[src/verilog/temp_regs_pkg.sv]
package temp_regs_pkg;
  // ----------------------------------------------------------------
  // register indices
  // ----------------------------------------------------------------
  localparam logic [7:0] IDX_LOCAL_HI  = 8'h00;
  localparam logic [7:0] IDX_REMOTE_HI = 8'h01;
  localparam logic [7:0] IDX_STATUS    = 8'h02;
  localparam logic [7:0] IDX_CFG_RD    = 8'h03;
  localparam logic [7:0] IDX_CFG_WR    = 8'h09;
  localparam logic [7:0] IDX_REMOTE_LO = 8'h10;
  localparam logic [7:0] IDX_LOCAL_LO  = 8'h15;
  // ----------------------------------------------------------------
  // reset values and field positions
  // ----------------------------------------------------------------
  localparam logic [7:0] INDEX_RESET   = 8'h00;
  localparam logic [7:0] CFG_RESET     = 8'h00;
  localparam logic [7:0] RESULT_RESET  = 8'h00;
  localparam logic [7:0] CFG_WR_MASK   = 8'he4;
  localparam int         CFG_MASK_BIT  = 7;
  localparam int         CFG_STOP_BIT  = 6;
  localparam int         CFG_PIN_BIT   = 5;
  localparam int         CFG_RANGE_BIT = 2;
  localparam int         ST_BUSY       = 7;
  localparam int         ST_LOC_HIGH   = 6;
  localparam int         ST_LOC_LOW    = 5;
  localparam int         ST_REM_HIGH   = 4;
  localparam int         ST_REM_LOW    = 3;
  localparam int         ST_OPEN       = 2;
  localparam int         ST_REM_CRIT   = 1;
  localparam int         ST_LOC_CRIT   = 0;
  localparam int         NUM_CHANNELS  = 2;
  localparam int         CH_LOCAL      = 0;
  localparam int         CH_REMOTE     = 1;
endpackage : temp_regs_pkg

[src/verilog/result_if.sv]
`timescale 1ns/1ns
interface result_if;
  logic        conv_done;
  logic [11:0] new_result;
  logic        rd_hi;
  logic        rd_lo;
  logic        rd_other;
  logic [7:0]  hi_byte;
  logic [7:0]  lo_byte;
  modport owner (input conv_done, new_result, rd_hi, rd_lo, rd_other,
                 output hi_byte, lo_byte);
  modport user  (output conv_done, new_result, rd_hi, rd_lo, rd_other,
                 input hi_byte, lo_byte);
endinterface : result_if

[src/verilog/temp_regs.sv]
`timescale 1ns/1ns
module temp_regs (
  input  wire logic        SYS_CLK,
  input  wire logic        RESET_N,
  input  wire logic        INDEX_WR,
  input  wire logic [7:0]  INDEX_IN,
  input  wire logic        DATA_WR,
  input  wire logic [7:0]  DATA_IN,
  input  wire logic        DATA_RD,
  output logic      [7:0]  RD_DATA,
  output logic             RD_VALID,
  input  wire logic        ADDR_RD,
  input  wire logic        CONV_BUSY,
  input  wire logic        CONV_DONE,
  input  wire logic [11:0] LOCAL_RESULT,
  input  wire logic [11:0] REMOTE_RESULT,
  input  wire logic        REMOTE_OPEN,
  input  wire logic [11:0] LOCAL_HIGH_LIMIT,
  input  wire logic [11:0] LOCAL_LOW_LIMIT,
  input  wire logic [11:0] REMOTE_HIGH_LIMIT,
  input  wire logic [11:0] REMOTE_LOW_LIMIT,
  input  wire logic [11:0] LOCAL_CRIT_LIMIT,
  input  wire logic [11:0] REMOTE_CRIT_LIMIT,
  input  wire logic [7:0]  CRIT_HYSTERESIS,
  output logic             CONV_ENABLE,
  output logic             EXT_RANGE,
  output logic             CRIT_N,
  output logic             PIN6_N
);
  // ----------------------------------------------------------------
  // state
  // ----------------------------------------------------------------
  logic [7:0]  index_q;
  logic [7:0]  index_d;
  logic [7:0]  cfg_q;
  logic [7:0]  cfg_d;
  logic [4:0]  sticky_q;
  logic [4:0]  sticky_d;
  logic [4:0]  cause_q;
  logic [4:0]  cause_d;
  logic [1:0]  crit_q;
  logic [1:0]  crit_d;
  logic [1:0]  hot_q;
  logic [1:0]  hot_d;
  logic        latch_q;
  logic        latch_d;
  logic [7:0]  rd_data_q;
  logic [7:0]  rd_data_d;
  logic        rd_valid_q;

  // ----------------------------------------------------------------
  // result storage
  // ----------------------------------------------------------------
  logic [11:0] results  [temp_regs_pkg::NUM_CHANNELS];
  logic [7:0]  idx_hi   [temp_regs_pkg::NUM_CHANNELS];
  logic [7:0]  idx_lo   [temp_regs_pkg::NUM_CHANNELS];
  logic [7:0]  hi_bytes [temp_regs_pkg::NUM_CHANNELS];
  logic [7:0]  lo_bytes [temp_regs_pkg::NUM_CHANNELS];
  logic [1:0]  pair_hit;

  assign results[temp_regs_pkg::CH_LOCAL]  = LOCAL_RESULT;
  assign results[temp_regs_pkg::CH_REMOTE] = REMOTE_RESULT;
  assign idx_hi[temp_regs_pkg::CH_LOCAL]   = temp_regs_pkg::IDX_LOCAL_HI;
  assign idx_lo[temp_regs_pkg::CH_LOCAL]   = temp_regs_pkg::IDX_LOCAL_LO;
  assign idx_hi[temp_regs_pkg::CH_REMOTE]  = temp_regs_pkg::IDX_REMOTE_HI;
  assign idx_lo[temp_regs_pkg::CH_REMOTE]  = temp_regs_pkg::IDX_REMOTE_LO;

  result_if rif [temp_regs_pkg::NUM_CHANNELS] ();

  genvar ch;
  generate
    for (ch = 0; ch < temp_regs_pkg::NUM_CHANNELS; ch++) begin : g_chan
      assign pair_hit[ch]         = (index_q == idx_hi[ch]) | (index_q == idx_lo[ch]);
      assign rif[ch].conv_done    = CONV_DONE;
      assign rif[ch].new_result   = results[ch];
      assign rif[ch].rd_hi        = DATA_RD & (index_q == idx_hi[ch]);
      assign rif[ch].rd_lo        = DATA_RD & (index_q == idx_lo[ch]);
      assign rif[ch].rd_other     = DATA_RD & ~pair_hit[ch];
      assign hi_bytes[ch]         = rif[ch].hi_byte;
      assign lo_bytes[ch]         = rif[ch].lo_byte;
      result_pair u_pair (
        .SYS_CLK (SYS_CLK),
        .RESET_N (RESET_N),
        .rif     (rif[ch].owner)
      );
    end
  endgenerate

  // ----------------------------------------------------------------
  // index and configuration
  // ----------------------------------------------------------------
  logic cfg_wr;
  logic mask_bit;
  logic comparator_mode;

  assign index_d         = INDEX_WR ? INDEX_IN : index_q;
  assign cfg_wr          = DATA_WR & (index_q == temp_regs_pkg::IDX_CFG_WR);
  // only writable bits are stored; other targets are ignored
  assign cfg_d           = cfg_wr ? (DATA_IN & temp_regs_pkg::CFG_WR_MASK) : cfg_q;
  assign mask_bit        = cfg_q[temp_regs_pkg::CFG_MASK_BIT];
  assign comparator_mode = cfg_q[temp_regs_pkg::CFG_PIN_BIT];
  assign CONV_ENABLE     = ~cfg_q[temp_regs_pkg::CFG_STOP_BIT];
  assign EXT_RANGE       = cfg_q[temp_regs_pkg::CFG_RANGE_BIT];

  // ----------------------------------------------------------------
  // limit comparisons
  // ----------------------------------------------------------------
  logic [11:0] hys12;
  logic [12:0] loc_rel;
  logic [12:0] rem_rel;
  logic [12:0] loc_hrel;
  logic [12:0] rem_hrel;
  logic        loc_crit_cond;
  logic        rem_crit_cond;
  logic        loc_crit_rel;
  logic        rem_crit_rel;
  logic        loc_high_rel;
  logic        rem_high_rel;

  assign hys12    = {CRIT_HYSTERESIS, 4'h0};
  assign loc_rel  = {1'b0, LOCAL_CRIT_LIMIT} - {1'b0, hys12};
  assign rem_rel  = {1'b0, REMOTE_CRIT_LIMIT} - {1'b0, hys12};
  assign loc_hrel = {1'b0, LOCAL_HIGH_LIMIT} - {1'b0, hys12};
  assign rem_hrel = {1'b0, REMOTE_HIGH_LIMIT} - {1'b0, hys12};
  assign loc_crit_cond = LOCAL_RESULT > LOCAL_CRIT_LIMIT;
  assign rem_crit_cond = REMOTE_RESULT > REMOTE_CRIT_LIMIT;
  // release at or below limit minus hysteresis; a limit below the margin releases never
  assign loc_crit_rel  = ~loc_rel[12] & ({1'b0, LOCAL_RESULT} <= loc_rel);
  assign rem_crit_rel  = ~rem_rel[12] & ({1'b0, REMOTE_RESULT} <= rem_rel);
  assign loc_high_rel  = ~loc_hrel[12] & ({1'b0, LOCAL_RESULT} <= loc_hrel);
  assign rem_high_rel  = ~rem_hrel[12] & ({1'b0, REMOTE_RESULT} <= rem_hrel);

  // causes ordered as status bits 6..2
  logic [4:0] cause_now;
  assign cause_now = {LOCAL_RESULT > LOCAL_HIGH_LIMIT,
                      LOCAL_RESULT < LOCAL_LOW_LIMIT,
                      REMOTE_RESULT > REMOTE_HIGH_LIMIT,
                      REMOTE_RESULT < REMOTE_LOW_LIMIT,
                      REMOTE_OPEN};
  assign cause_d = CONV_DONE ? cause_now : cause_q;

  assign crit_d[0] = CONV_DONE ? (loc_crit_cond | (crit_q[0] & ~loc_crit_rel)) :
                     crit_q[0];
  assign crit_d[1] = CONV_DONE ? (rem_crit_cond | (crit_q[1] & ~rem_crit_rel)) :
                     crit_q[1];
  // comparator-mode high states with critical-style release
  assign hot_d[0] = CONV_DONE ? (cause_now[4] | (hot_q[0] & ~loc_high_rel)) : hot_q[0];
  assign hot_d[1] = CONV_DONE ? (cause_now[2] | (hot_q[1] & ~rem_high_rel)) : hot_q[1];

  // ----------------------------------------------------------------
  // status flags and interrupt latch
  // ----------------------------------------------------------------
  logic       status_rd;
  logic [4:0] flag_set;
  logic [4:0] flag_clr;
  logic [4:0] sticky_sel;
  logic [4:0] status_flags;

  assign status_rd  = DATA_RD & (index_q == temp_regs_pkg::IDX_STATUS);
  // in comparator mode only the open flag stays sticky
  assign sticky_sel = comparator_mode ? 5'h01 : 5'h1f;
  assign flag_set   = (CONV_DONE ? cause_now : 5'h00) & sticky_sel;
  // set wins over clear; clear only once the cause is gone
  assign flag_clr   = status_rd ? ~cause_q : 5'h00;
  assign sticky_d   = (flag_set | (sticky_q & ~flag_clr)) & sticky_sel;
  assign status_flags = comparator_mode ?
                        {hot_q[0], cause_q[3], hot_q[1], cause_q[1], sticky_q[0]} :
                        sticky_q;

  logic any_flag;
  logic release_ok;
  assign any_flag   = |sticky_q;
  assign release_ok = ADDR_RD & ~any_flag & ~(|cause_q);
  assign latch_d    = comparator_mode ? 1'b0 :
                      (any_flag | (latch_q & ~release_ok));

  assign CRIT_N = ~(crit_q[0] | crit_q[1]);
  assign PIN6_N = comparator_mode ? ~(hot_q[0] | hot_q[1]) :
                  ~(latch_q & ~mask_bit);

  // ----------------------------------------------------------------
  // read mux
  // ----------------------------------------------------------------
  logic [7:0] status_byte;
  assign status_byte = {CONV_BUSY, status_flags, crit_q[1], crit_q[0]};

  always_comb begin
    case (index_q)
      temp_regs_pkg::IDX_LOCAL_HI:  rd_data_d = hi_bytes[temp_regs_pkg::CH_LOCAL];
      temp_regs_pkg::IDX_LOCAL_LO:  rd_data_d = lo_bytes[temp_regs_pkg::CH_LOCAL];
      temp_regs_pkg::IDX_REMOTE_HI: rd_data_d = hi_bytes[temp_regs_pkg::CH_REMOTE];
      temp_regs_pkg::IDX_REMOTE_LO: rd_data_d = lo_bytes[temp_regs_pkg::CH_REMOTE];
      temp_regs_pkg::IDX_STATUS:    rd_data_d = status_byte;
      temp_regs_pkg::IDX_CFG_RD:    rd_data_d = cfg_q;
      default:                      rd_data_d = 8'h00;
    endcase
  end

  assign RD_DATA  = rd_data_q;
  assign RD_VALID = rd_valid_q;

  // ----------------------------------------------------------------
  // registers
  // ----------------------------------------------------------------
  always_ff @(posedge SYS_CLK) begin
    if (!RESET_N) begin
      index_q    <= temp_regs_pkg::INDEX_RESET;
      cfg_q      <= temp_regs_pkg::CFG_RESET;
      sticky_q   <= 5'h00;
      cause_q    <= 5'h00;
      crit_q     <= 2'h0;
      hot_q      <= 2'h0;
      latch_q    <= 1'b0;
      rd_data_q  <= 8'h00;
      rd_valid_q <= 1'b0;
    end else begin
      index_q    <= index_d;
      cfg_q      <= cfg_d;
      sticky_q   <= sticky_d;
      cause_q    <= cause_d;
      crit_q     <= crit_d;
      hot_q      <= hot_d;
      latch_q    <= latch_d;
      rd_data_q  <= DATA_RD ? rd_data_d : rd_data_q;
      rd_valid_q <= DATA_RD;
    end
  end
endmodule : temp_regs

[src/verilog/result_pair.sv]
`timescale 1ns/1ns
module result_pair (
  input wire logic SYS_CLK,
  input wire logic RESET_N,
  result_if.owner  rif
);
  logic [7:0] hi_q;
  logic [7:0] hi_d;
  logic [7:0] lo_q;
  logic [7:0] lo_d;
  logic       hi_lock_q;
  logic       hi_lock_d;
  logic       lo_lock_q;
  logic       lo_lock_d;

  // ----------------------------------------------------------------
  // byte-pair freeze
  // ----------------------------------------------------------------
  // a repeated read of the same byte keeps the partner frozen
  assign hi_lock_d = rif.rd_other ? 1'b0 :
                     rif.rd_lo    ? ~lo_lock_q :
                     rif.rd_hi    ? 1'b0 : hi_lock_q;
  assign lo_lock_d = rif.rd_other ? 1'b0 :
                     rif.rd_hi    ? ~hi_lock_q :
                     rif.rd_lo    ? 1'b0 : lo_lock_q;
  assign hi_d = (rif.conv_done & ~hi_lock_q) ? rif.new_result[11:4] : hi_q;
  assign lo_d = (rif.conv_done & ~lo_lock_q) ? {rif.new_result[3:0], 4'h0} : lo_q;
  assign rif.hi_byte = hi_q;
  assign rif.lo_byte = lo_q;

  always_ff @(posedge SYS_CLK) begin
    if (!RESET_N) begin
      hi_q      <= temp_regs_pkg::RESULT_RESET;
      lo_q      <= temp_regs_pkg::RESULT_RESET;
      hi_lock_q <= 1'b0;
      lo_lock_q <= 1'b0;
    end else begin
      hi_q      <= hi_d;
      lo_q      <= lo_d;
      hi_lock_q <= hi_lock_d;
      lo_lock_q <= lo_lock_d;
    end
  end
endmodule : result_pair

[config.mk]
export PLATFORM = sky130hd
export DESIGN_NAME = temp_regs
export DESIGN_NICKNAME = d
export VERILOG_FILES = /design/src/verilog/temp_regs_pkg.sv /design/src/verilog/result_if.sv /design/src/verilog/temp_regs.sv /design/src/verilog/result_pair.sv
export SDC_FILE = /design/constraint.sdc
export NUM_CORES = 1
export LEC_CHECK = 0
export BUFFER_PORTS_ARGS = -buffer_cell sky130_fd_sc_hd__buf_2
export CORE_MARGIN = 2
export CORE_UTILIZATION = 56
export CTS_CLUSTER_SIZE = 12
export DETAILED_ROUTE_END_ITERATION = 10
export PLACE_DENSITY = 0.8
export SYNTH_ARGS = -nofsm -noshare
export SYNTH_HDL_FRONTEND = slang
export SYNTH_SLANG_ARGS = --single-unit
[constraint.sdc]
create_clock -name SYS_CLK -period 3.6 [get_ports SYS_CLK]
set_clock_uncertainty 0.05 [all_clocks]
set_input_delay 0.72 -clock SYS_CLK [delete_from_list [all_inputs] [get_ports SYS_CLK]]
set_output_delay 0.72 -clock SYS_CLK [all_outputs]
set_load 0.05 [all_outputs]
==> out/qor.tcl, run 1 <==
set qor(status) {finished clean}
set qor(netlist_instances) 782
set qor(cts_tree) {built}
set qor(drive_gt1_share_pct) 19.0
set qor(yosys_most_used_dff) {sky130_fd_sc_hd__dfxtp_1}
set qor(ant_nets) 0
set qor(grt-ovfl-total) 0
set qor(placementRows) 39
set qor(routed_wirelength_um) 16300
set qor(clock_tree.htree_level_count) 3
set qor(port_buffers) 137
set qor(clock_sinks) 64
set qor(inserted_diodes) 0
set qor(dieArea_um2) 12400
set qor(grt.total_usage_pct) 26.5
set qor(number_of_flops_mapped_to_enable_cells_by_yosys) 0
set qor(ctsRootBufferMaster) {sky130_fd_sc_hd__clkbuf_16}
set qor(post_synth_instance_area_um2) 6470
set qor(data_required_time_at_the_worst_endpoint_ns) 3.75
set qor(number_of_buffers_on_the_longest_clock_path) 2
set qor(first_global_vias) 5792
set qor(synth-warning-count) 0
set qor(tritoncts.num_buffers) 9
set qor(detailroute.via_count) 5956
set qor(powerDensity_nw_per_um2) 326
set qor(worstHoldStart) {RD_DATA[5]}
set qor(clock_insertion_delay_worst_skew_ns) 0.33
set qor(drc) 0
set qor(detailed_router_iteration_count_before_antenna_repair) 5
set qor(route.detailed.vias_per_inst) 5.59
set qor(final_wtd_congestion) 0.873
set qor(synthesis.area_per_instance_um2) 8.28
set qor(irDropWorstVdd_mv) 0.317
set qor(timing.final.max_slew_violations) 0
set qor(crit_path_max_incr_delay_ns) 0.33
set qor(path_clk_slew_ns) 0.05
set qor(worst-path-buf-inv) 2
set qor(finalHoldViolations) 0
set qor(die-width_um) 112
set qor(yosysSeqAreaShare_pct) 19.8
set qor(max_slew.worst_pin.slew_ns) 0.818
set qor(worst_reg2reg_path_startpoint) {index_q[1]}
set qor(cap_viol_max_count) 0
set qor(final-seq-area_um2) 1280
set qor(cp_launch_type) {input pin}
set qor(setup_violations) 0
set qor(dp_hpwl_um) 13000
set qor(fin_tns_setup_ns) 0
set qor(drtIter0Drc) 318
set qor(initial_antenna_violation_count) 0
set qor(setup.worst_path.class) {input pin to flip-flop}
set qor(cell_chain_critical_path) {buf_2 > inv_1 > ha_1 > nor2b_1 > o31a_1 > o21a_1 > o21ai_0 > nand2_1 > ha_1 > nand3_1 > nor3_1 > nand2_1 > a221oi_1 > o21ai_1}
set qor(synth.lib_cells_used.distinct) 63
set qor(critical_path.top_delay_family) {compound AO/OA/AOI/OAI gates}
set qor(detailed_place.area_um2) 7300
set qor(end_kind) {flip-flop}
set qor(final_min_period_over_clock_period_pct) 89.8
set qor(first_element_of_the_critical_path) {CRIT_HYSTERESIS[2]}
set qor(synth_seq_cells) 64
set qor(grt_pass1_wl_um) 27200
set qor(routed_wire_length_per_instance_um) 15.3
set qor(ys_async_sr_fraction_pct) 0
set qor(cp_data_arrival_time_ns) 3.39
set qor(total_power_w) 0.00248
set qor(multi_input_area_um2) 4760
set qor(hold_class) {flip-flop to flip-flop}
set qor(timing.critical_path.fanout_max) 4
set qor(final_layout_fill_cell_count) 967
set qor(area_grow_syn2layout_pct) 17.4
set qor(layoutNonFillerInstCount) 1065
set qor(timing.final.crit_period_ns) 3.23
set qor(rsz0062_at_grt) {no}
set qor(synth_fp_nets) 1049
set qor(leakage_power_nw) 3.91
set qor(slew_margin_rel_pct) 45.4
set qor(grt_max_degree) 45
set qor(initial_utilization_pct) 56.9
set qor(top_achievable_clock_speed_ghz) 0.309
set qor(die_height_um) 112
set qor(core_area_um2) 11400
set qor(post-place-cells) 1049
set qor(slowest_stage) {sky130_fd_sc_hd__a221oi_1}
set qor(finalNetCount) 1184
set qor(design.portCount) 142
set qor(final_area_um2) 7600
-- where the power goes --
| group | internal [W] | switching (W) | leakage [nW] |
|---|---|---|---|
| combinational | 0.000376 | 0.000453 | 3.23 |
| clock | 0.000571 | 0.000288 | 0.150 |
| sequential | 0.000753 | 0.0000403 | 0.527 |
-- metal layers --
layer  vias to the layer above  routed length (µm)  track usage, %
li1                       3056                   -               -
met1                      2705                7320            33.9
met2                       161                7790            46.4
met3                        34                 784            3.05
met4                         0                 375            9.38
met5                         -                   0               0
-- cell usage after synthesis, types with 5 or more instances --
| cell | count | area share [%] |
|---|---|---|
| sky130_fd_sc_hd__a211oi_1 | 9 | 1.0 |
| sky130_fd_sc_hd__a21o_1 | 9 | 1.0 |
| sky130_fd_sc_hd__a21oi_1 | 53 | 4.1 |
| sky130_fd_sc_hd__a31oi_1 | 7 | 0.68 |
| sky130_fd_sc_hd__and2_1 | 5 | 0.48 |
| sky130_fd_sc_hd__clkbuf_1 | 13 | 0.75 |
| sky130_fd_sc_hd__dfxtp_1 | 64 | 20 |
| sky130_fd_sc_hd__ha_1 | 134 | 26 |
| sky130_fd_sc_hd__inv_1 | 93 | 5.4 |
| sky130_fd_sc_hd__mux2i_1 | 43 | 6.6 |
| sky130_fd_sc_hd__nand2_1 | 41 | 2.4 |
| sky130_fd_sc_hd__nand2b_1 | 17 | 1.6 |
| sky130_fd_sc_hd__nand3_1 | 16 | 1.2 |
| sky130_fd_sc_hd__nand4_1 | 12 | 1.2 |
| sky130_fd_sc_hd__nor2_1 | 37 | 2.1 |
| sky130_fd_sc_hd__nor2b_1 | 56 | 5.4 |
| sky130_fd_sc_hd__nor3_1 | 9 | 0.70 |
| sky130_fd_sc_hd__o211ai_1 | 7 | 0.81 |
| sky130_fd_sc_hd__o21a_1 | 8 | 0.93 |
| sky130_fd_sc_hd__o21ai_0 | 43 | 3.3 |
| sky130_fd_sc_hd__o22ai_1 | 6 | 0.58 |
| sky130_fd_sc_hd__o31ai_1 | 5 | 0.58 |
| sky130_fd_sc_hd__or2_2 | 5 | 0.48 |
| sky130_fd_sc_hd__or3_1 | 5 | 0.48 |
| sky130_fd_sc_hd__xnor2_1 | 7 | 0.95 |
| sky130_fd_sc_hd__xor2_1 | 8 | 1.1 |
-- sequential cells by signal (all words and copies together) (netlist names) --
name                       cells
hot_q                          2
g_chan.u_pair.hi_lock_q        2
cfg_q                          4
index_q                        8
RD_VALID                       1
RD_DATA                        8
g_chan.u_pair.rif.lo_byte      8
g_chan.u_pair.rif.hi_byte     16
g_chan.u_pair.lo_lock_q        2
latch_q                        1
cause_q                        5
crit_q                         2
sticky_q                       5
-- worst paths after layout --
path / to / slack, ns / depth (start not counted)
min reg2reg: RD_DATA[5] / 0.43 / 1
min: RD_DATA[5] / 0.43 / 1
max: hot_q[0] / 0.37 / 14
max reg2reg: RD_DATA[7] / 1.37 / 5
-- layout by cell type (no fill, tap or decap), types with 6 or more instances in the layout --
cell type / n
sky130_fd_sc_hd__buf_2: 137
sky130_fd_sc_hd__ha_1: 134
sky130_fd_sc_hd__inv_1: 93
sky130_fd_sc_hd__dfxtp_1: 64
sky130_fd_sc_hd__nor2b_1: 56
sky130_fd_sc_hd__a21oi_1: 53
sky130_fd_sc_hd__mux2i_1: 43
sky130_fd_sc_hd__o21ai_0: 41
sky130_fd_sc_hd__nand2_1: 41
sky130_fd_sc_hd__nor2_1: 37
sky130_fd_sc_hd__nand2b_1: 17
sky130_fd_sc_hd__nand3_1: 16
sky130_fd_sc_hd__nand4_1: 12
sky130_fd_sc_hd__nor3_1: 9
sky130_fd_sc_hd__a21o_1: 9
sky130_fd_sc_hd__a211oi_1: 9
sky130_fd_sc_hd__clkbuf_16: 9
sky130_fd_sc_hd__xor2_1: 8
sky130_fd_sc_hd__o21a_1: 8
sky130_fd_sc_hd__xnor2_1: 7
sky130_fd_sc_hd__a31oi_1: 7
sky130_fd_sc_hd__o211ai_1: 7
sky130_fd_sc_hd__o21ai_1: 6
sky130_fd_sc_hd__o22ai_1: 6
-- logic make-up after synthesis --
group                      share of synthesized area (%)
buffers and inverters                               6.63
adders and majority gates                           27.1
muxes                                               7.34
AOI/OAI and AO/OA                                   17.7
DFF                                                 19.8
xor gates and xnor gates                            2.03
and+or+nand+nor                                     19.4
-- stage by stage --
step                utilization, %  setup slack (ns)  hold slack [ns]
floorplan                        -             0.423            0.387
global placement              64.2            0.0680            0.405
detailed placement            64.2            0.0249            0.419
CTS                           66.9             0.341            0.427
global route                  66.9            0.0224            0.437
finish                        66.9             0.366            0.426
-- area by class of cell --
cell class,instances,area share (%)
tap,143,2.35
inverter,94,4.64
sequential,64,16.9
clock buffer,13,3.42
timing repair buffer,142,9.51
multi-input combinational,606,62.7
clock inverter,3,0.527
-- repair_timing --
item                                    4_1_cts  5_1_grt
gates resized for setup                       0        2
hold buffers                                  0        0
buffers inserted                              0        0
endpoints found under the setup margin        0        1
Note: power is estimated with default switching activity, not from simulation.
==> inputs of run 2 (changes only) <==
CORE_MARGIN = not set   (was 2)
==> run 2 against run 1 <==
Core utilization grew 1.8 points. Cell area shrank 0.41%. Combinational power is essentially flat. Non-clock buffer count is the same. Highest routed layer unchanged. Critical path type unchanged.
==> out/qor.tcl, run 2 (synthesized netlist as in run 1, its figures left out) <==
set qor(top_achievable_clock_speed_ghz) 0.301 ;# was 0.309 GHz
set qor(irDropWorstVdd_mv) 0.470 ;# was 0.317 mV
set qor(cp_data_arrival_time_ns) 3.48 ;# was 3.39 ns
set qor(drtIter0Drc) 309 ;# was 318
set qor(number_of_buffers_on_the_longest_clock_path) 2 ;# unchanged
set qor(tritoncts.num_buffers) 9 ;# unchanged
set qor(most-common-layout-cells) {137 x sky130_fd_sc_hd__buf_2, 134 x sky130_fd_sc_hd__ha_1, 93 x sky130_fd_sc_hd__inv_1} ;# unchanged
set qor(flip_flop_count_of_the_largest_register_all_copies_and_words_added) 16 ;# unchanged
set qor(routed_wire_length_per_instance_um) 15.1 ;# was 15.3 µm
set qor(rsz0062_at_grt) {no} ;# unchanged
set qor(detailroute.via_count) 5880 ;# was 5956
set qor(cp_launch_type) {input pin} ;# unchanged
set qor(grt-ovfl-total) 0 ;# unchanged
set qor(status) {finished clean} ;# unchanged
set qor(final_layout_fill_cell_count) 963 ;# was 967
set qor(initial_antenna_violation_count) 0 ;# unchanged
set qor(slew_margin_rel_pct) 44.0 ;# was 45.4%
set qor(placementRows) 38 ;# was 39
set qor(dieArea_um2) 12000 ;# was 12400 µm²
set qor(cap_viol_max_count) 0 ;# unchanged
set qor(cts.repair.resized) 0 ;# unchanged
set qor(rrSetupSlack_ns) 1.37 ;# about the same
set qor(hold_class) {flip-flop to flip-flop} ;# unchanged
set qor(ant_nets) 0 ;# unchanged
set qor(crit_path_max_incr_delay_ns) 0.33 ;# about the same
set qor(area_grow_syn2layout_pct) 16.9 ;# was 17.4%
set qor(finalHoldViolations) 0 ;# unchanged
set qor(powerDensity_nw_per_um2) 317 ;# was 326 nW/µm²
set qor(final_min_period_over_clock_period_pct) 92.1 ;# was 89.8%
set qor(timing.final.max_slew_violations) 0 ;# unchanged
set qor(die_height_um) 110 ;# was 112 µm
set qor(cts_tree) {built} ;# unchanged
set qor(grt_max_degree) 46 ;# was 45
set qor(worstRegToRegCells) 5 ;# unchanged
set qor(cell_chain_critical_path) {buf_2 > inv_1 > ha_1 > nor2b_1 > o21ai_0 > a21oi_1 > o21ai_0 > a21oi_1 > xnor2_1 > ha_1 > nand3_1 > nor3_1 > nand2_1 > a221oi_1 > o21ai_1} ;# was buf_2 > inv_1 > ha_1 > nor2b_1 > o31a_1 > o21a_1 > o21ai_0 > nand2_1 > ha_1 > nand3_1 > nor3_1 > nand2_1 > a221oi_1 > o21ai_1
set qor(cts.repair_timing.setup_buffer_count) 0 ;# unchanged
set qor(slowest_stage) {sky130_fd_sc_hd__a221oi_1} ;# unchanged
set qor(setup.worst_path.class) {input pin to flip-flop} ;# unchanged
set qor(ctsRootBufferMaster) {sky130_fd_sc_hd__clkbuf_16} ;# unchanged
set qor(drc) 0 ;# unchanged
set qor(route.detailed.vias_per_inst) 5.54 ;# was 5.59
set qor(port_buffers) 137 ;# unchanged
set qor(clock_tree.htree_level_count) 3 ;# unchanged
set qor(design.portCount) 142 ;# unchanged
set qor(die-width_um) 110 ;# was 112 µm
set qor(detailed_router_iteration_count_before_antenna_repair) 5 ;# unchanged
set qor(cts_hold_repair.buffers) 0 ;# unchanged
set qor(core_area_um2) 11000 ;# was 11400 µm²
set qor(grt_pass1_wl_um) 25400 ;# was 27200 µm
set qor(routed_wirelength_um) 16100 ;# was 16300 µm
set qor(dp_hpwl_um) 13100 ;# was 13000 µm
set qor(end_kind) {flip-flop} ;# unchanged
set qor(setup_violations) 0 ;# unchanged
set qor(data_required_time_at_the_worst_endpoint_ns) 3.76 ;# was 3.75 ns
set qor(timing.final.crit_period_ns) 3.32 ;# was 3.23 ns
set qor(hold_path_depth) 2 ;# was 1
set qor(worst_slack_ns) 0.283 ;# was 0.366 ns
set qor(leakage_power_nw) 3.89 ;# was 3.91 nW
set qor(clock_insertion_delay_worst_skew_ns) 0.33 ;# about the same
set qor(max_slew.worst_pin.slew_ns) 0.839 ;# was 0.818 ns
set qor(initial_utilization_pct) 58.7 ;# was 56.9%
set qor(drive_gt1_share_pct) 19.2 ;# was 19.0%
set qor(dp_slack_ns) -0.0623 ;# was 0.0249 ns
set qor(grt.total_usage_pct) 27.5 ;# was 26.5%
set qor(timing.critical_path.fanout_max) 4 ;# unchanged
set qor(inserted_diodes) 0 ;# unchanged
set qor(clock_sinks) 64 ;# unchanged
set qor(finish.utilization_pct) 68.6 ;# was 66.9%
set qor(path_clk_slew_ns) 0.05 ;# about the same
set qor(finalNetCount) 1184 ;# unchanged
set qor(final_common_cell) {sky130_fd_sc_hd__buf_2} ;# unchanged
set qor(first_global_vias) 5511 ;# was 5792
set qor(final_wtd_congestion) 0.883 ;# was 0.873
[run 2: cell types whose count changed in the layout (fill, tap and decap cells not counted), sizes merged]
cell	previous run	this run
inv	94	95
clkinv	2	4
bufinv	1	0
clkinvlp	0	2
clkbuf	13	9
[run 2: per-layer routing]
layer | up-vias | global-route usage (%) | share of wire, %
met2 | 144 | 49.9 | 49
met1 | 2653 | 34.7 | 46
met5 | - | 0 | 0
met3 | 19 | 1.66 | 4.3
met4 | 0 | 8.48 | 1.3
li1 | 3064 | - | -
[run 2: stage by stage]
| stage | power (W) | hold slack, ns | TNS (ns) | std cells | cell area (µm²) |
|---|---|---|---|---|---|
| CTS | 0.00240 | 0.432 | 0 | 1062 | 7570 |
| finish | 0.00240 | 0.435 | 0 | 1062 | 7570 |
| detailed placement | 0.00162 | 0.425 | -0.0869 | 1046 | 7300 |
| global route | 0.00255 | 0.450 | 0 | 1062 | 7570 |
| global placement | 0.00160 | 0.410 | -0.00153 | 1046 | 7300 |
| floorplan | 0.00137 | 0.387 | 0 | 782 | 6470 |
[run 2: path summary, 6_finish.rpt]
kind | startpoint | to
worst max register to register | index_q[1] | RD_DATA[5]
worst max-delay path | CRIT_HYSTERESIS[1] | hot_q[0]
worst min-delay path | hot_q[0] | hot_q[0]
worst min register to register | hot_q[0] | hot_q[0]
[run 2: power breakdown]
| group | internal (W) | switching [W] |
|---|---|---|
| sequential | 0.000753 | 0.0000397 |
| combinational | 0.000376 | 0.000450 |
| clock | 0.000464 | 0.000313 |
[run 2: cell type report]
type                            instances  area [µm²]  area share, %
Timing Repair Buffer                  142         723           9.55
Inverter                               94         353           4.66
Multi-Input combinational cell        606        4760           62.9
Clock inverter                          7        47.5          0.628
Sequential cell                        64        1280           16.9
Tap cell                              140         175           2.31
Clock buffer                            9         225           2.98
[run 2: worst max-delay path, delay by kind of cell]
kind / cells / cell delay [ns]
and+or+nand+nor: 4 / 0.62
adders and majority gates: 2 / 0.58
xor gates and xnor gates: 1 / 0.14
buffers and inverters: 2 / 0.25
AOI/OAI and AO/OA: 6 / 1.16
==> inputs of run 3 (changes only) <==
SETUP_SLACK_MARGIN = 0.3   (was not set)
==> run 3 against run 2 <==
Sequential share of layout area shrank 0.17 points. Global-route usage is the same. Setup slack gained 0.10 ns. Sequential power about the same. Maximum frequency increased by 3.2%. First-iteration DRC count fell by 13%. Cell count about the same. Clock-buffer cell count is the same. Routed wire length grew 0.88%.
==> out/qor.tcl, run 3 (synthesized netlist as in run 1, its figures left out) <==
set qor(final_min_period_over_clock_period_pct) 89.3 ;# was 92.1%
set qor(timing.final.max_slew_violations) 0 ;# unchanged
set qor(met3_usage_pct) 1.66 ;# unchanged
set qor(grt_pass1_wl_um) 25400 ;# unchanged
set qor(finalNetCount) 1185 ;# was 1184
set qor(route.detailed.vias_per_inst) 5.57 ;# was 5.54
set qor(timing.final.crit_period_ns) 3.22 ;# was 3.32 ns
set qor(drtIter0Drc) 269 ;# was 309
set qor(flip_flop_count_of_the_largest_register_all_copies_and_words_added) 16 ;# unchanged
set qor(rsz0062_at_grt) {yes} ;# was no
set qor(most-common-layout-cells) {137 x sky130_fd_sc_hd__buf_2, 132 x sky130_fd_sc_hd__ha_1, 91 x sky130_fd_sc_hd__inv_1} ;# was 137 x sky130_fd_sc_hd__buf_2, 134 x sky130_fd_sc_hd__ha_1, 93 x sky130_fd_sc_hd__inv_1
set qor(detailed_router_iteration_count_before_antenna_repair) 5 ;# unchanged
set qor(die-width_um) 110 ;# unchanged
set qor(status) {finished clean} ;# unchanged
set qor(inserted_diodes) 0 ;# unchanged
set qor(finish.utilization_pct) 69.3 ;# was 68.6%
set qor(grt-ovfl-total) 0 ;# unchanged
set qor(top_achievable_clock_speed_ghz) 0.311 ;# was 0.301 GHz
set qor(met1_track_demand_over_resource_pct) 34.7 ;# unchanged
set qor(drc) 0 ;# unchanged
set qor(slew_margin_rel_pct) 43.5 ;# was 44.0%
set qor(post-place-cells) 1046 ;# unchanged
set qor(detailed_place.area_um2) 7300 ;# unchanged
set qor(cts_hold_repair.buffers) 0 ;# unchanged
set qor(hold_class) {flip-flop to flip-flop} ;# unchanged
set qor(routed_wire_length_per_instance_um) 15.2 ;# was 15.1 µm
set qor(max_slew.worst_pin.slew_ns) 0.846 ;# was 0.839 ns
set qor(placementRows) 38 ;# unchanged
set qor(drive_gt1_share_pct) 20.8 ;# was 19.2%
set qor(cts_tree) {built} ;# unchanged
set qor(data_required_time_at_the_worst_endpoint_ns) 3.77 ;# was 3.76 ns
set qor(cp_data_arrival_time_ns) 3.39 ;# was 3.48 ns
set qor(tritoncts.num_buffers) 9 ;# unchanged
set qor(setup.worst_path.class) {input pin to flip-flop} ;# unchanged
set qor(timing.critical_path.fanout_max) 2 ;# was 4
set qor(dp_hpwl_um) 13100 ;# unchanged
set qor(die_height_um) 110 ;# unchanged
set qor(powerDensity_nw_per_um2) 316 ;# was 317 nW/µm²
set qor(number_of_buffers_on_the_longest_clock_path) 2 ;# unchanged
set qor(ant_nets) 0 ;# unchanged
set qor(total_power_w) 0.00242 ;# was 0.00240 W
set qor(cp_launch_type) {input pin} ;# unchanged
set qor(finalHoldViolations) 0 ;# unchanged
set qor(detailroute.via_count) 5925 ;# was 5880
set qor(cap_viol_max_count) 0 ;# unchanged
set qor(clock_tree.htree_level_count) 3 ;# unchanged
set qor(setup_violations) 0 ;# unchanged
set qor(clock_sinks) 64 ;# unchanged
set qor(global_route.usage.met2_pct) 49.9 ;# unchanged
set qor(grt.total_usage_pct) 27.5 ;# unchanged
set qor(dieArea_um2) 12000 ;# unchanged
set qor(end_kind) {flip-flop} ;# unchanged
set qor(irDropWorstVdd_mv) 0.469 ;# was 0.470 mV
set qor(layoutNonFillerInstCount) 1063 ;# was 1062
set qor(ctsRootBufferMaster) {sky130_fd_sc_hd__clkbuf_16} ;# unchanged
set qor(final_wtd_congestion) 0.883 ;# unchanged
set qor(clock_insertion_delay_worst_skew_ns) 0.33 ;# about the same
set qor(initial_utilization_pct) 58.7 ;# unchanged
set qor(core_area_um2) 11000 ;# unchanged
set qor(grt_most_used_layer) {met2} ;# unchanged
set qor(final_area_um2) 7650 ;# was 7570 µm²
set qor(grt_max_degree) 46 ;# unchanged
set qor(routed_wirelength_um) 16200 ;# was 16100 µm
set qor(design.portCount) 142 ;# unchanged
set qor(first_global_vias) 5511 ;# unchanged
set qor(leakage_power_nw) 3.89 ;# about the same
set qor(port_buffers) 137 ;# unchanged
set qor(path_clk_slew_ns) 0.05 ;# about the same
set qor(final_common_cell) {sky130_fd_sc_hd__buf_2} ;# unchanged
set qor(area_grow_syn2layout_pct) 18.1 ;# was 16.9%
set qor(initial_antenna_violation_count) 0 ;# unchanged
[run 3: cell types whose count changed in the layout (fill, tap and decap cells not counted), sizes merged]
cell,before,now
buf,142,143
[run 3: power by group]
part | internal [W] | switching (W)
logic | 0.000388 | 0.000463
registers | 0.000753 | 0.0000397
clock network | 0.000464 | 0.000311
[run 3: worst max-delay path, cell delays in order]
cell	delay (ns)
sky130_fd_sc_hd__buf_2	0.09
sky130_fd_sc_hd__inv_1	0.10
sky130_fd_sc_hd__ha_4	0.15
sky130_fd_sc_hd__fa_2	0.21
sky130_fd_sc_hd__nor2b_1	0.06
sky130_fd_sc_hd__o31a_1	0.26
sky130_fd_sc_hd__o21a_1	0.19
sky130_fd_sc_hd__or3_1	0.30
sky130_fd_sc_hd__nand2_1	0.07
sky130_fd_sc_hd__ha_1	0.23
sky130_fd_sc_hd__o21ai_0	0.19
sky130_fd_sc_hd__nor2_1	0.07
sky130_fd_sc_hd__nor4_1	0.28
sky130_fd_sc_hd__o21ai_1	0.13
sky130_fd_sc_hd__a221oi_2	0.25
sky130_fd_sc_hd__o21ai_1	0.07
[run 3: what timing repair did]
action	CTS	global route
pin swaps	0	7
setup endpoints to repair	2	4
gates resized for setup	2	21
setup buffers	0	1
[run 3: cell type report]
cell class,count,area (µm²)
Clock inverter,7,47.5
Clock buffer,9,225
Inverter,94,355
Timing Repair Buffer,143,731
Tap cell,140,175
Fill cell,950,3380
Multi-Input combinational cell,606,4830
Sequential cell,64,1280
[run 3: final timing paths]
path                            slack, ns                 start    endpoint  depth (start not counted)
worst max register to register       1.35            index_q[1]  RD_DATA[5]                          5
worst min-delay path                 0.43            RD_DATA[7]  RD_DATA[7]                          1
worst max-delay path                 0.38  REMOTE_HIGH_LIMIT[4]    hot_q[1]                         16
worst min register to register       0.43            RD_DATA[7]  RD_DATA[7]                          1
[run 3: metal layers]
layer,vias up,share of wire [%]
met5,-,0
met3,14,4.1
met1,2702,46
met4,0,1.1
met2,142,49
li1,3067,-
[run 3: per-stage QoR]
step | worst slack (ns) | setup TNS, ns | hold WS, ns
2_1_floorplan | 0.423 | 0 | 0.387
3_3_place_gp | -0.00153 | -0.00153 | 0.410
3_5_place_dp | -0.0623 | -0.0869 | 0.425
4_1_cts | 0.338 | 0 | 0.432
5_1_grt | 0.195 | 0 | 0.450
6_report | 0.384 | 0 | 0.434
